[src/coia_pkg.sv]
// constants and types of the counter overflow interrupt and counter access block
// Notes on behaviour
// receive fifo overflow sets flag bit 12
// utopia input counter overflows set bits 11..8
// transmit tdm overflows set bits 7, 6
// receive tdm overflows set bits 3, 2, 1
// flags stay set until software writes zero
// bits 15:13 read zero; 5,4,0 written zero
// upper byte register reads counter byte 3
// written byte registers feed counter load
// middle register reads bytes 2 and 1
// select bits 8:5 choose counter type
// select bits 4:0 choose link 15..0
// software writes only valid select codes
// enabled link request drives interrupt pin low
// disabled link leaves interrupt pin alone
// overflow enable gates each link's flags
// receive line clock must keep running
// command 01 starts counter transfer, direction bit
// master status unlatched per link, writes ignored
// link request is or of enabled flags
// writing one leaves a flag unchanged
package coia_pkg;

	localparam int          NUM_LINKS          = 16;
	localparam int          ADDR_W             = 12;
	localparam int          DATA_W             = 16;

	localparam logic [11:0] OFS_XFER_CMD       = 12'h40f;
	localparam logic [11:0] OFS_OVF_STAT_BASE  = 12'h410;
	localparam logic [11:0] OFS_CNT_UPPER      = 12'h430;
	localparam logic [11:0] OFS_CNT_MIDDLE     = 12'h431;
	localparam logic [11:0] OFS_CNT_SELECT     = 12'h432;
	localparam logic [11:0] OFS_MASTER_EN      = 12'h433;
	localparam logic [11:0] OFS_OVF_EN         = 12'h434;
	localparam logic [11:0] OFS_MASTER_STAT    = 12'h455;

	localparam logic [15:0] RST_MASTER_EN      = 16'h0000;
	localparam logic [15:0] RST_OVF_EN         = 16'h0000;
	localparam logic [15:0] RST_OVF_STAT       = 16'h0000;
	localparam logic [15:0] RST_CNT_UPPER      = 16'h0000;
	localparam logic [15:0] RST_CNT_MIDDLE     = 16'h0000;
	localparam logic [15:0] RST_CNT_SELECT     = 16'h0000;

	// flag positions
	localparam int          BIT_RX_FIFO        = 12;
	localparam int          BIT_UI_ALL         = 11;
	localparam int          BIT_UI_IDLE        = 10;
	localparam int          BIT_UI_UNASSIGNED  = 9;
	localparam int          BIT_UI_HEC         = 8;
	localparam int          BIT_TX_ALL         = 7;
	localparam int          BIT_TX_IDLE        = 6;
	localparam int          BIT_RX_ALL         = 3;
	localparam int          BIT_RX_IDLE        = 2;
	localparam int          BIT_RX_HEC         = 1;
	localparam logic [15:0] FLAG_MASK          = 16'h1fce;

	// select register fields
	localparam int          SEL_KIND_LSB       = 5;
	localparam int          SEL_LINK_LSB       = 0;

	// transfer command register fields
	localparam int          CMD_OP_LSB         = 0;
	localparam int          CMD_DIR_BIT        = 2;
	localparam int          CMD_EN_VAL_BIT     = 3;
	localparam int          CMD_DONE_BIT       = 7;

	typedef enum logic [1:0] {
		XOP_INIT_ALL = 2'h0,
		XOP_COUNTER  = 2'h1,
		XOP_IRQ_EN   = 2'h2,
		XOP_UNUSED   = 2'h3
	} coia_xop_type;

	typedef enum logic [3:0] {
		CK_UI_ALL    = 4'hb,
		CK_UI_IDLE   = 4'ha,
		CK_UI_UNAS   = 4'h9,
		CK_UI_HEC    = 4'h8,
		CK_TX_ALL    = 4'h7,
		CK_TX_IDLE   = 4'h6,
		CK_RX_ALL    = 4'h3,
		CK_RX_IDLE   = 4'h2,
		CK_RX_HEC    = 4'h1
	} coia_cnt_kind_type;

	typedef enum logic [1:0] {
		XF_IDLE = 2'b01,
		XF_BUSY = 2'b10
	} coia_xfer_state_type;

	typedef struct packed {
		logic              wr;
		logic              rd;
		logic [11:0]       addr;
		logic [15:0]       wdata;
	} coia_reg_req_type;

	typedef struct packed {
		coia_xop_type      op;
		logic              to_cpu;
		logic              en_val;
		coia_cnt_kind_type kind;
		logic [4:0]        link;
		logic [31:0]       data;
	} coia_cnt_cmd_type;

endpackage

[src/coia_cnt_access.sv]
// select, byte holding and transfer command logic for indirect counter access
`timescale 1ns/1ns
module coia_cnt_access
	import coia_pkg::*;
(
	input  wire logic             clk_i,
	input  wire logic             rst_b_i,
	input  wire logic             wr_upper_i,
	input  wire logic             wr_middle_i,
	input  wire logic             wr_select_i,
	input  wire logic             wr_cmd_i,
	input  wire logic [15:0]      wdata_i,
	input  wire logic             ack_i,
	input  wire logic [31:0]      rd_data_i,
	output logic      [15:0]      select_o,
	output logic      [31:0]      snap_o,
	output logic                  done_o,
	output logic                  to_cpu_o,
	output coia_cnt_cmd_type      cmd_o,
	output logic                  cmd_valid_o
);

	typedef struct packed {
		logic [7:0]          upper;
		logic [15:0]         middle;
		logic [3:0]          kind;
		logic [4:0]          link;
		logic [31:0]         snap;
		logic                to_cpu;
		coia_xfer_state_type st;
		coia_cnt_cmd_type    cmd;
		logic                cmd_valid;
	} coia_ca_state_type;

	coia_ca_state_type s_q;
	coia_ca_state_type s_d;

	always_comb begin
		s_d = s_q;
		s_d.cmd_valid = 1'b0;
		if (wr_upper_i) begin
			s_d.upper = wdata_i[7:0];
		end
		if (wr_middle_i) begin
			s_d.middle = wdata_i;
		end
		if (wr_select_i) begin
			s_d.kind = wdata_i[SEL_KIND_LSB +: 4];
			s_d.link = wdata_i[SEL_LINK_LSB +: 5];
		end
		case (s_q.st)
			XF_IDLE: begin
				if (wr_cmd_i && (wdata_i[CMD_OP_LSB +: 2] != XOP_UNUSED)) begin
					s_d.to_cpu     = wdata_i[CMD_DIR_BIT];
					s_d.cmd.op     = coia_xop_type'(wdata_i[CMD_OP_LSB +: 2]);
					s_d.cmd.to_cpu = wdata_i[CMD_DIR_BIT];
					s_d.cmd.en_val = wdata_i[CMD_EN_VAL_BIT];
					s_d.cmd.kind   = coia_cnt_kind_type'(s_q.kind);
					s_d.cmd.link   = s_q.link;
					s_d.cmd.data   = {s_q.upper, s_q.middle, 8'h00};
					s_d.cmd_valid  = 1'b1;
					s_d.st         = XF_BUSY;
				end
			end
			XF_BUSY: begin
				if (ack_i) begin
					if (s_q.cmd.to_cpu && (s_q.cmd.op == XOP_COUNTER)) begin
						s_d.snap = rd_data_i;
					end
					s_d.st = XF_IDLE;
				end
			end
			default: begin
				s_d.st = XF_IDLE;
			end
		endcase
	end

	always_ff @(posedge clk_i) begin
		if (!rst_b_i) begin
			s_q.upper     <= RST_CNT_UPPER[7:0];
			s_q.middle    <= RST_CNT_MIDDLE;
			s_q.kind      <= RST_CNT_SELECT[SEL_KIND_LSB +: 4];
			s_q.link      <= RST_CNT_SELECT[SEL_LINK_LSB +: 5];
			s_q.snap      <= 32'h0000_0000;
			s_q.to_cpu    <= 1'b0;
			s_q.st        <= XF_IDLE;
			s_q.cmd       <= '0;
			s_q.cmd_valid <= 1'b0;
		end else begin
			s_q <= s_d;
		end
	end

	assign select_o    = {7'h00, s_q.kind, s_q.link};
	assign snap_o      = s_q.snap;
	assign done_o      = (s_q.st == XF_IDLE);
	assign to_cpu_o    = s_q.to_cpu;
	assign cmd_o       = s_q.cmd;
	assign cmd_valid_o = s_q.cmd_valid;

endmodule

[src/coia_link_flags.sv]
// latched overflow flags and interrupt request of one link
`timescale 1ns/1ns
module coia_link_flags
	import coia_pkg::*;
(
	input  wire logic        clk_i,
	input  wire logic        rst_b_i,
	input  wire logic [15:0] event_i,
	input  wire logic        wr_i,
	input  wire logic [15:0] wdata_i,
	input  wire logic        ovf_en_i,
	output logic      [15:0] flags_o,
	output logic             irq_req_o
);

	typedef struct packed {
		logic [15:0] flags;
	} coia_lf_state_type;

	coia_lf_state_type s_q;
	coia_lf_state_type s_d;
	logic [15:0]       clr;

	always_comb begin
		s_d = s_q;
		clr = wr_i ? (~wdata_i & FLAG_MASK) : 16'h0000;
		// set wins over a clear in the same cycle
		s_d.flags = ((s_q.flags & ~clr) | (event_i & FLAG_MASK)) & FLAG_MASK;
	end

	always_ff @(posedge clk_i) begin
		if (!rst_b_i) begin
			s_q.flags <= RST_OVF_STAT;
		end else begin
			s_q <= s_d;
		end
	end

	assign flags_o   = s_q.flags;
	assign irq_req_o = (|s_q.flags) & ovf_en_i;

endmodule

[src/coia_top.sv]
// register port, per-link overflow flags and interrupt pin of the counter access block
`timescale 1ns/1ns
module coia_top
	import coia_pkg::*;
#(
	parameter int LINKS = NUM_LINKS
)(
	input  wire logic                        CLK_I,
	input  wire logic                        RST_B_I,
	input  wire coia_reg_req_type            REG_REQ_I,
	output logic      [15:0]                 REG_RDATA_O,
	output logic                             REG_RVALID_O,
	input  wire logic [LINKS-1:0][15:0]      OVF_EVENT_I,
	output coia_cnt_cmd_type                 CNT_CMD_O,
	output logic                             CNT_CMD_VALID_O,
	input  wire logic                        CNT_ACK_I,
	input  wire logic [31:0]                 CNT_RD_DATA_I,
	output logic                             IRQ_B_O
);

	////////////////////////////////////////////////////////////////////////////////
	// state

	typedef struct packed {
		logic [15:0] master_en;
		logic [15:0] ovf_en;
		logic [15:0] rdata;
		logic        rvalid;
		logic        irq_b;
	} coia_top_state_type;

	coia_top_state_type      s_q;
	coia_top_state_type      s_d;

	logic [LINKS-1:0][15:0]  flags;
	logic [15:0]             master_stat;
	logic [LINKS-1:0]        link_wr;
	logic                    in_stat_range;
	logic [3:0]              stat_idx;
	logic [15:0]             select_val;
	logic [31:0]             snap_val;
	logic                    xfer_done;
	logic                    xfer_to_cpu;

	////////////////////////////////////////////////////////////////////////////////
	// address decode

	assign in_stat_range = (REG_REQ_I.addr[11:4] == OFS_OVF_STAT_BASE[11:4]);
	assign stat_idx      = REG_REQ_I.addr[3:0];

	////////////////////////////////////////////////////////////////////////////////
	// per-link flags

	genvar g;
	generate
		for (g = 0; g < LINKS; g++) begin : g_link
			assign link_wr[g] = REG_REQ_I.wr && in_stat_range && (stat_idx == 4'(g));
			coia_link_flags u_flags (
				.clk_i     (CLK_I),
				.rst_b_i   (RST_B_I),
				.event_i   (OVF_EVENT_I[g]),
				.wr_i      (link_wr[g]),
				.wdata_i   (REG_REQ_I.wdata),
				.ovf_en_i  (s_q.ovf_en[g]),
				.flags_o   (flags[g]),
				.irq_req_o (master_stat[g])
			);
		end
		for (g = LINKS; g < 16; g++) begin : g_absent
			assign master_stat[g] = 1'b0;
		end
	endgenerate

	////////////////////////////////////////////////////////////////////////////////
	// counter access

	coia_cnt_access u_cnt (
		.clk_i       (CLK_I),
		.rst_b_i     (RST_B_I),
		.wr_upper_i  (REG_REQ_I.wr && (REG_REQ_I.addr == OFS_CNT_UPPER)),
		.wr_middle_i (REG_REQ_I.wr && (REG_REQ_I.addr == OFS_CNT_MIDDLE)),
		.wr_select_i (REG_REQ_I.wr && (REG_REQ_I.addr == OFS_CNT_SELECT)),
		.wr_cmd_i    (REG_REQ_I.wr && (REG_REQ_I.addr == OFS_XFER_CMD)),
		.wdata_i     (REG_REQ_I.wdata),
		.ack_i       (CNT_ACK_I),
		.rd_data_i   (CNT_RD_DATA_I),
		.select_o    (select_val),
		.snap_o      (snap_val),
		.done_o      (xfer_done),
		.to_cpu_o    (xfer_to_cpu),
		.cmd_o       (CNT_CMD_O),
		.cmd_valid_o (CNT_CMD_VALID_O)
	);

	////////////////////////////////////////////////////////////////////////////////
	// registers, read mux, interrupt pin

	always_comb begin
		s_d        = s_q;
		s_d.rvalid = REG_REQ_I.rd;
		if (REG_REQ_I.wr) begin
			if (REG_REQ_I.addr == OFS_MASTER_EN) begin
				s_d.master_en = REG_REQ_I.wdata;
			end
			if (REG_REQ_I.addr == OFS_OVF_EN) begin
				s_d.ovf_en = REG_REQ_I.wdata;
			end
		end
		if (REG_REQ_I.rd) begin
			s_d.rdata = 16'h0000;
			if (in_stat_range) begin
				if (int'(stat_idx) < LINKS) begin
					s_d.rdata = flags[stat_idx] & FLAG_MASK;
				end
			end else begin
				case (REG_REQ_I.addr)
					OFS_XFER_CMD: begin
						s_d.rdata[CMD_DONE_BIT] = xfer_done;
						s_d.rdata[CMD_DIR_BIT]  = xfer_to_cpu;
					end
					OFS_CNT_UPPER: begin
						s_d.rdata = {8'h00, snap_val[31:24]};
					end
					OFS_CNT_MIDDLE: begin
						s_d.rdata = snap_val[23:8];
					end
					OFS_CNT_SELECT: begin
						s_d.rdata = select_val;
					end
					OFS_MASTER_EN: begin
						s_d.rdata = s_q.master_en;
					end
					OFS_OVF_EN: begin
						s_d.rdata = s_q.ovf_en;
					end
					OFS_MASTER_STAT: begin
						s_d.rdata = master_stat;
					end
					default: begin
						s_d.rdata = 16'h0000;
					end
				endcase
			end
		end
		s_d.irq_b = ~(|(master_stat & s_q.master_en));
	end

	always_ff @(posedge CLK_I) begin
		if (!RST_B_I) begin
			s_q.master_en <= RST_MASTER_EN;
			s_q.ovf_en    <= RST_OVF_EN;
			s_q.rdata     <= 16'h0000;
			s_q.rvalid    <= 1'b0;
			s_q.irq_b     <= 1'b1;
		end else begin
			s_q <= s_d;
		end
	end

	assign REG_RDATA_O  = s_q.rdata;
	assign REG_RVALID_O = s_q.rvalid;
	assign IRQ_B_O      = s_q.irq_b;

endmodule
[config.mk]
export PLATFORM = sky130hd
export DESIGN_NAME = coia_top
export DESIGN_NICKNAME = d
export VERILOG_FILES = /design/src/coia_pkg.sv /design/src/coia_cnt_access.sv /design/src/coia_link_flags.sv /design/src/coia_top.sv
export SDC_FILE = /design/constraint.sdc
export NUM_CORES = 1
export LEC_CHECK = 0
export BUFFER_PORTS_ARGS = -buffer_cell sky130_fd_sc_hd__buf_2
export CAP_MARGIN = 20
export CORE_MARGIN = 4
export CORE_UTILIZATION = 39
export CTS_BUF_LIST = sky130_fd_sc_hd__clkbuf_4 sky130_fd_sc_hd__clkbuf_8
export DETAILED_ROUTE_END_ITERATION = 16
export GPL_ROUTABILITY_DRIVEN = 0
export SYNTH_ARGS = -nofsm -noshare
export SYNTH_HDL_FRONTEND = slang
export SYNTH_SLANG_ARGS = --single-unit
[constraint.sdc]
create_clock -name CLK_I -period 4.15 [get_ports CLK_I]
set_clock_uncertainty 0.1 [all_clocks]
set_input_delay 0 -clock CLK_I [delete_from_list [all_inputs] [get_ports CLK_I]]
set_output_delay 0 -clock CLK_I [all_outputs]
set_load 0.05 [all_outputs]
* Word-level counts from Yosys, hierarchy flattened
Index checks and enable logic that the tools add are counted.
** Word-level totals
- Logic and storage cells :: 205
- Bits of input ports :: 321
- Register bits after elaboration :: 315
- Output and inout bits :: 64
** Cells by class
- Reduce and logical (&&, ||, !) cells :: 47
- Bitwise gates (word level) :: 67
- Order comparisons :: 1
- Mux-type cells :: 27
- Equal/unequal tests :: 29
** Operator list (count)
- $reduce_or 16->1 :: 17
- $mux 13 :: 17
- $not 13->13 :: 17
- $and 13x13->13 :: 16
- $or 13x13->13 :: 16
- $eq 12x11->1 const B :: 7
- $bmux 16 s4 :: 1
- $mux 48 :: 1
- $pmux 8 s5 :: 1
- $eq 4x4->1 const B :: 8
- $pmux 4 s6 :: 1
- $logic_and 1x1->1 :: 23
- $and 1x1->1 :: 16
- $and 16x16->16 :: 1
- $eq 4x3->1 const B :: 4
- $mux 16 :: 1
- $pmux 1 s7 :: 2
- $pmux 2 s6 :: 1
- $reduce_and 2->1 :: 5
- $eq 4x2->1 const B :: 2
- $eq 8x7->1 const B :: 1
- $lt 4x5->1 const B :: 1
- $eq 2x1->1 const B :: 2
- $eq 4x1->1 const B :: 1
- other kinds (8) :: 9

* Longest topological paths before layout
Gate-level depths: netlist (run 1).
- Depth in word-level cells :: 7
- Mapped depth :: 9
- Gate-level depth less buffers :: 6

* Modules after synthesis
From an unflattened synthesis (run 1), not the netlist that was laid out.
** Second synthesis, totals
- Cell total of the unflattened synthesis :: 1808
- Area total of the unflattened synthesis :: 16334.4 sq um
** By module, submodules not included
- coia_link_flags :: area each 450.4 sq um, cells an instance 52, sequential area each 200.2 sq um, instances 16
- coia_cnt_access :: area each 4840.9 sq um, cells an instance 513, sequential area each 2102.0 sq um, instances 1
- coia_top :: area each 4286.6 sq um, cells an instance 463, sequential area each 1001.0 sq um, instances 1

* Least setup slack after synthesis (run 1)
OpenSTA, ideal clock, no wires.
- Path kind :: flip-flop to flip-flop
- Start point :: register u_cnt.s_q[46] in the netlist's numbering
- End point :: register u_cnt.s_q (netlist bit u_cnt.snap_o[11])
- Buffers on the path :: 2
- Library setup time :: 122 ps
- Clock period less this slack :: 1829 ps
- Path slack :: 2321 ps
- Stages on the path, launching flop included :: 7
- Arrival :: 1607 ps
- Required time :: 3928 ps
- Cells stage by stage :: dfxtp_1 > nand2b_1 > or4b_2 > clkbuf_1 > clkbuf_1 > nand2_1 > a21boi_0
** Between the ends
- Word-level cells in the longest chain between the ends :: 2
** RTL lines
- start: declaration :: line coia_cnt_access.sv:35 : coia_ca_state_type s_q;
- $eq 2x2->1 :: line coia_cnt_access.sv:51 : case (s_q.st)
- $reduce_and 3->1 (no source line)
No other way between the ends.
A chain may end at the register's enable or synchronous reset.

* Worst setup path in the final report (run 1)
- Start point :: input REG_REQ_I[23] in the netlist's numbering
- End point :: register s_q[48] in the netlist's numbering
** Between the ends
- Word-level cells in the longest chain between the ends :: 2
** RTL lines
- start: declaration :: line coia_top.sv:10 : input wire coia_reg_req_type REG_REQ_I,
- $eq 12x11->1 :: line coia_top.sv:102 : if (REG_REQ_I.addr == OFS_MASTER_EN) begin
- $reduce_and 2->1 (no source line)
- end: declaration :: line coia_top.sv:32 : coia_top_state_type s_q;
No other way between the ends.

==> results of run 1 <==
## final timing paths
path	to	slack (ns)
worst max-delay path	s_q[48]	1.27
worst min register to register	u_cnt.cmd_o[31]	0.35
worst max register to register	u_cnt.snap_o[31]	1.59
worst min-delay path	g_link[9].u_flags.flags_o[12]	0.03
## metal layers
metal | vias to the layer above | track usage [%]
li1 | 6099 | -
met1 | 6196 | 34.1
met2 | 480 | 42.3
met3 | 110 | 4.21
met4 | 2 | 9.51
met5 | - | 0
## synthesized netlist by cell type, drive strengths merged (3+ instances only)
cell    number
a21boi      91
nor2        33
a22oi       13
a31oi       11
o21a       321
buf         99
inv         11
nand2      223
a222oi       3
nand3       18
mux4        55
a41oi       10
dfxtp      307
a21o         8
clkbuf      67
nor4        30
o21ai       14
nand4        4
nor3b        3
a21oi       11
mux2i       36
nand2b       3
nor2b       36
a22o         4
nor3         3
and2         4
o22ai        3
and3         5
## stage by stage
step           cell area, um2  total power, W  hold slack, ns
6_report                19700         0.00719          0.0335
4_1_cts                 19600         0.00723         0.00458
3_5_place_dp            15500         0.00395           0.111
2_1_floorplan           14400         0.00367          0.0238
5_1_grt                 19700         0.00745          0.0256
3_3_place_gp            15500         0.00394           0.110
## worst reg2reg max path: stages, from the launching register on
cell	delay (ns)
dfxtp_1	0.35
nand2b_1	0.21
nor4b_4	0.45
nand2_1	0.09
dlygate4sd3_1	0.57
a21boi_0	0.16
dlygate4sd3_1	0.57
## logic make-up (layout without fill, tap and decap cells)
logic type             after synthesis  count (layout)  synth area share, %
AOI/OAI and AO/OA                  499             499                 26.0
and+or+nand+nor                    374             374                 12.9
DFF                                307             307                 42.8
buffers and inverters              177             685                 7.02
muxes                               92              92                 11.2
other                                1              11               0.0261
## flip-flops by register name (all words and copies together) (netlist names)
register and count:
u_cnt.s_q 26, u_cnt.select_o 9, s_q 32, u_cnt.cmd_o 36, u_cnt.to_cpu_o 1, REG_RVALID_O 1
u_cnt.snap_o 24, g_link.u_flags.flags_o 160, u_cnt.cmd_valid_o 1, REG_RDATA_O 16, IRQ_B_O 1
## what timing repair did
action,4_1_cts,5_1_grt
hold endpoints to repair,273,0
hold buffers,292,0
resized for setup,0,0
## power by group through the flow
stage / Sequential (W) / Combinational [W] / Clock (W)
floorplan: 0.00319 / 0.000473 / 0
global route: 0.00319 / 0.000993 / 0.00327
CTS: 0.00317 / 0.000919 / 0.00314
global placement: 0.00323 / 0.000708 / 0
detailed placement: 0.00324 / 0.000715 / 0
finish: 0.00318 / 0.000932 / 0.00309
## cell type report
type	instances	share of cell area, %
Timing Repair Buffer	576	22.5
Clock inverter	8	0.458
Tap cell	468	2.98
Clock buffer	90	5.70
Inverter	11	0.210
Antenna cell	3	0.0382
Multi-Input combinational cell	973	36.8
Sequential cell	307	31.3
==> flow_results.org, run 1 <==
** Outcome
- The run finished with clean final reports.

** Power and ir drop
- Proportion of power drawn by the clock network :: 42.9%
- Combinational group share of total power :: 13.0%
- PwrDens :: 366 nW/um2
- For this design the total switching power over the nets is 0.00179 W.
- Net switching share of the total power :: 24.9%
- Per report_power, the sequential group accounts for 44.1% of the total.
- Leak :: 7.82 nW
- The internal portion of the total power is 0.00540 W.
- Worst ir drop on vdd :: 0.000251 V

** Setup path
- Family with the most delay on the worst path :: simple AND/OR/NAND/NOR gates
- Along the worst path, the maximum fanout reaches 16.
- STA classifies the critical path startpoint as an input pin.
- Crit end category :: flip-flop
- Crit path depth :: 8
- The critical path starts at REG_REQ_I[23].
- Depth of the worst register-to-register path :: 6
- The slowest stage of the critical path belongs to the cell nand3_1.
- The number of buffers and inverters on the critical path is 3.
- Most frequent cell on the critical path :: dlygate4sd3_1
- The worst register-to-register path begins at u_cnt.s_q[46].
- Endpoint arrival time on the critical path :: 3.25 ns
- CP cell instances :: dlygate4sd3_1 -> buf_2 -> or3b_1 -> and4bb_2 -> nand3_1 -> nand2_1 -> a21boi_0 -> dlygate4sd3_1
- The setup path with the least slack is of type input pin to flip-flop.
- At the worst endpoint, the required time is 4.52 ns.
- Slowest cell delay on critical path :: 0.62 ns

** Yosys
- The share of the Yosys chip area taken by registers is 42.8%.
- Post-Synthesis Cells :: 1450
- Summed over all instances, the cell type with the most area after synthesis is dfxtp_1.
- Async set-reset flop share out of synthesis :: 0%
- After synthesis, the largest area contributor takes up 42.8% of total cell area.
- In this run, synthesis produced a sequential element count of 307.
- For this run, the leading register cell type out of synthesis is dfxtp_1.
- After synthesis, the netlist uses 65 different library cells.
- Averaged over all synthesized cells, the footprint is 9.90 um2.
- The mapped netlist covers 14400 um2.
- Cell types with the largest area share after synthesis :: dfxtp_1 43%, o21a_1 17%, mux4_2 8.6%
- During synthesis, Yosys emitted a total of 0 warnings.
- Yosys mapped a number of flops with a built-in enable equal to 0.

** Floorplan
- Starting utilization of the core area :: 39.4%
- Area of the die :: 40000 um2
- The floorplan step defined a core boundary enclosing 36400 um2.
- Number of primary I/O pins :: 385
- Row cnt :: 70
- Horizontal die dimension :: 200 um
- Die Y :: 200 um

** Route
- Detailed Routing Iterations Pass 1 :: 5
- Detailed route wirelength on metal3 :: 3410 um
- Mean number of vias per cell :: 5.29
- After detailed routing, the wire length on met1 is 22000 um.
- Total met2 wirelength after detailed routing :: 24700 um
- After detailed routing, the total wire length is 52200 um.
- Uppermost signal routing layer after detailed routing :: met5
- Detailed router's first-iteration violation count :: 977
- In this run the remaining antenna-violating nets after routing total 0.
- Number of design rule violations left after detail routing :: 0
- Detailed-route via count :: 12.9k
- Routed WL per cell :: 21.4 um

** CTS
- Clk Tree Root Cell :: clkbuf_8
- Post-CTS timing repair inserted 0 buffers for setup.
- Maximum root-to-sink buffer count :: 3
- The clock net in this run drives a total of 307 sinks.
- H-Tree Depth :: 2
- Number of CTS-inserted buffers :: 54
- Clock-pin slew of the registers on the worst-case setup and hold paths :: 0.06 ns
- CTS tree :: yes
- Clock latency on the worst-skew pair :: 0.60 ns

** STA
- Based on the critical path, the design can be clocked at up to 0.348 GHz.
- Final count of hold timing violations :: 0
- Pin slew with the least headroom to its limit :: 0.818 ns
- Remaining max-slew budget at the tightest pin :: 45.5%
- Total of endpoints with negative setup slack in the final report :: 0
- Setup total negative slack :: 0 ns
- Final period demand of the worst path :: 2.88 ns
- The final count of pins violating max slew came to 0.
- Setup slack on the critical path of the routed design comes to 1.27 ns.
- Dividing the final minimum period by the clock period gives 69.3%.
- Unrepaired setup endpoints after global routing :: false

** Cells and area
- Cells fill 54.0% of the core in the end.
- Area of the multi-input gates :: 7240 um2
- The area growth from synthesis to layout is 36.9%.
- Final layout net count :: 2244
- Register Area :: 6150 um2
- Commonest cells after routing, fill and taps aside :: 321 x o21a_1, 307 x dfxtp_1, 292 x dlygate4sd3_1, 271 x buf_2, 205 x nand2_1
- The library cell used most frequently in the layout, excluding fill and tap cells, is o21a_1.
- Count of fill cells added during filler insertion :: 3255
- The finished layout holds 2436 standard cells, fillers aside.
- Fraction of layout cells with a size suffix above 1 :: 24.7%

** Placed design
- Setup slack at placement :: 1.43 ns
- Total half-perimeter wirelength after legalization and detailed placement :: 35400 um
- Number of cells in the design after placement :: 2042
- Port buffering added 272 buffers.

** Worst hold path
- The tightest min-delay check is of the input pin to flip-flop type.
- Hold Startpoint :: OVF_EVENT_I[156]
- Along the worst hold path, the cell count comes to 3.

** Global route
- Via count of the first global-routing pass :: 13.1k
- Global routing consumed, over all layers together, 25.6% of the routing resources.
- The first global-routing pass estimated 78400 um of wire.
- After global routing the overflow that remains totals 0.
- Antenna violations before repair :: 4
- Entering global routing, the biggest net connects 109 pins.

** Flow run
- Across the run, the number of max-cap violations was 0.
No activity file was read; power rests on OpenSTA's default activity.
==> run 2: changes to the inputs <==
==> constraint.sdc (replaced) <==
create_clock -name CLK_I -period 2.4 [get_ports CLK_I]
set_clock_uncertainty 0.1 [all_clocks]
set_input_delay 0 -clock CLK_I [delete_from_list [all_inputs] [get_ports CLK_I]]
set_output_delay 0 -clock CLK_I [all_outputs]
set_load 0.05 [all_outputs]
==> run 2 against run 1 <==
Via count rose by 3.9%. Design area increased by 3.5%. Wire length rose by 4.3%. Power is 72% higher. Critical path type unchanged. Largest power group unchanged.
==> flow_results.org, run 2 (synthesized netlist as in run 1, its figures left out) <==
** CTS
- Number of CTS-inserted buffers :: 54
- Clock-pin slew of the registers on the worst-case setup and hold paths :: 0.06 ns
- Clock sink count :: 307
- The H-tree was split into 2 levels.
- Clock tree synthesis selected as its root buffer the cell clkbuf_8.
- Clock latency on the worst-skew pair, taken at its later pin, is 0.61 ns.
- TritonCTS built the clock tree.
- The clock passes through at most 3 buffers.

** STA
- The worst pin sits at a relative slew slack of 49.0%.
- For the final routed database, the setup TNS stands at 0 ns.
- For this run, the top clock speed supported by timing is 0.441 GHz.
- For the finished layout, the period the worst path requires is 2.27 ns.
- Pin slew with the least headroom to its limit :: 0.765 ns
- Setup violations remaining at the end of the flow were counted as 0.
- Fin crit share :: 94.6%
- Final slew viol count :: 0
- Final count of hold timing violations :: 0
- Unrepaired setup endpoints after global routing :: false

** Route
- Detailed Routing Iterations Pass 1 :: 5
- After the first detailed-routing iteration, the DRC count stood at 1012.
- Using the TritonRoute via totals, the vias-per-cell ratio works out to 5.33.
- Routed WL per cell :: 21.7 um
- Number of design rule violations left after detail routing :: 0
- Remaining antenna violation count :: 0
- Across all layers, the routed design uses 13.4k vias.
- For this block, the routed nets add up to 54500 um of wire.

** Global route
- Via count of the first global-routing pass :: 13.8k
- Met3 track utilization from global routing :: 5.22%
- Remaining global-route overflow :: 0
- Global routing used 33.7% of the available met1 tracks.
- The first global-routing pass estimated 81500 um of wire.
- Across every metal layer, demand over resource in global routing totals 26.8%.
- The number of antenna violations at the first check in global routing is 2.
- In the global route stage, met2 resource usage came out at 44.6%.
- Entering global routing, the biggest net connects 105 pins.
- Busiest metal layer after global routing :: met2

** Setup path
- STA classifies the critical path startpoint as an input pin.
- Type of the worst setup path :: input pin to flip-flop
- The number of buffers and inverters on the critical path is 4.
- Cell type of the slowest stage on the worst timing path :: dlygate4sd3_1
- Capture point of the worst reg-to-reg path :: u_cnt.snap_o[10]
- Of all nets on the critical path, the largest fanout is 10.
- Endpoint arrival time on the critical path :: 2.68 ns
- Family with the most delay on the worst path :: buffers and inverters
- Measured in cells, the most critical reg-to-reg path has a length of 6.
- In this run the register-to-register setup slack is 0.25 ns.
- Slowest cell delay on critical path :: 0.56 ns
- The worst setup path is captured at a flip-flop.
- Worst Path Required :: 2.81 ns
- Walking the worst path, the cells encountered are dlygate4sd3_1 -> clkbuf_4 -> nand4_1 -> buf_4 -> nor3b_4 -> nand2_2 -> o21a_1 -> o21a_1 -> dlygate4sd3_1.
- The worst register-to-register path begins at u_cnt.s_q[46].

** Worst hold path
- The worst hold path passes through 3 cells.
- The worst hold path terminates at g_link[3].u_flags.flags_o[8].
- The path class of the tightest hold or removal check is input pin to flip-flop.
- In this run the most critical hold path is launched from OVF_EVENT_I[56].

** Power and ir drop
- Combinational group share of total power :: 14.2%
- Internal cell power :: 0.00921 W
- Of the total power, registers draw 44.3%.
- The analysis attributes to net switching a power of 0.00319 W.
- Proportion of power drawn by the clock network :: 41.5%
- Net switching share of the total power :: 25.7%
- Leak :: 8.19 nW
- For this design the ratio of total power to cell area is 609 nW/um2.
- Worst ir drop on vdd :: 0.000418 V

** Cells and area
- Final Non-Filler Cells :: 2511
- Commonest cells after routing, fill and taps aside :: 344 x dlygate4sd3_1, 321 x o21a_1, 307 x dfxtp_1, 270 x buf_2, 205 x nand2_1
- Final layout net count :: 2323
- Max reg flops :: 160
- Area growth from synthesis to final layout :: 41.7%
- Leading cell type in the layout, fill and taps excluded :: dlygate4sd3_1
- Cells with a size suffix above 1 make up 25.1% of the layout.
- The repair_antennas step left the layout with diodes totalling 0.

** Flow run
- Maximum Capacitance Violations :: 0

** Floorplan
- In this run the vertical extent of the chip is 200 um.
- Row cnt :: 70
- The floorplan step set the die width to 200 um.
- In this run the count of I/O pins placed on the die edge is 385.
- The core region is 36400 um2.
- Area of the die :: 40000 um2
- For this configuration, the core starts out at a cell density of 39.4%.

** Placed design
- Once detailed placement completed, the half-perimeter wirelength came to 36000 um.
- PortBufs :: 272
- Number of cells in the design after placement :: 2069

** Outcome
- The run finished with clean final reports.
run 2: cell types whose count changed in the layout (fill, tap and decap cells not counted), sizes merged:
cell         before  now
clkinv            6    9
diode             3    0
dlygate4sd3     292  344
clkbuf           90   89
buf             284  310
bufinv            2    0
run 2: layout make-up:
class                   instances  area (um2)
fillers                      3178       16100
multi-input cells             973        7240
flip-flops and latches        307        6150
repair buffers                655        5180
clock buffers                  88        1110
well taps                     468         586
clock inverters                 9        45.0
inverters                      11        41.3
run 2: worst max-delay path by stage:
| stage | to | slack (ns) | from | cells past startpoint |
|---|---|---|---|---|
| 6_report | g_link[9].u_flags.flags_o[9] | 0.13 | REG_REQ_I[29] | 9 |
| 5_1_grt | u_cnt.s_q[104] | 0.05 | REG_REQ_I[18] | 9 |
| 4_1_cts | g_link[4].u_flags.flags_o[1] | 0.04 | REG_REQ_I[29] | 8 |
| 3_5_place_dp | g_link[6].u_flags.flags_o[6] | 0.17 | REG_REQ_I[25] | 7 |
| 3_3_place_gp | g_link[6].u_flags.flags_o[2] | 0.22 | REG_REQ_I[25] | 7 |
| 2_1_floorplan | u_cnt.snap_o[11] | 0.57 | u_cnt.s_q[46] | 6 |
run 2: power groups by stage:
stage,Clock (W),Combinational (W),Sequential [W]
3_5_place_dp,0,0.00127,0.00559
6_report,0.00514,0.00176,0.00549
2_1_floorplan,0,0.000819,0.00552
5_1_grt,0.00543,0.00185,0.00551
4_1_cts,0.00521,0.00170,0.00548
3_3_place_gp,0,0.00126,0.00559
run 2: tightest hold or removal path, cell delays in order:
cell and delay (ns):
dlygate4sd3_1 0.51, buf_2 0.10, o21a_1 0.10
run 2: timing repair:
action,CTS,global route
endpoints found under the setup margin,0,57
buffers inserted,0,1
hold endpoints to repair,307,0
hold buffers,344,0
gates resized for setup,0,2
run 2: layer usage:
layer | vias to the layer above | part of all wire [%]
met4 | 4 | 4.5
met1 | 6447 | 40
met5 | - | 0.062
met3 | 141 | 6.9
li1 | 6241 | -
met2 | 552 | 48
run 2: through the flow:
stage          utilization, %  hold WS (ns)  power [W]  setup slack [ns]  instance area, um2
2_1_floorplan               -        0.0238    0.00634             0.571               14400
3_3_place_gp             43.2         0.110    0.00684             0.223               15700
3_5_place_dp             43.2         0.112    0.00686             0.170               15700
4_1_cts                  55.8       0.00134     0.0124            0.0414               20300
5_1_grt                  55.9        0.0284     0.0128            0.0542               20400
6_report                 55.9        0.0303     0.0124             0.130               20400
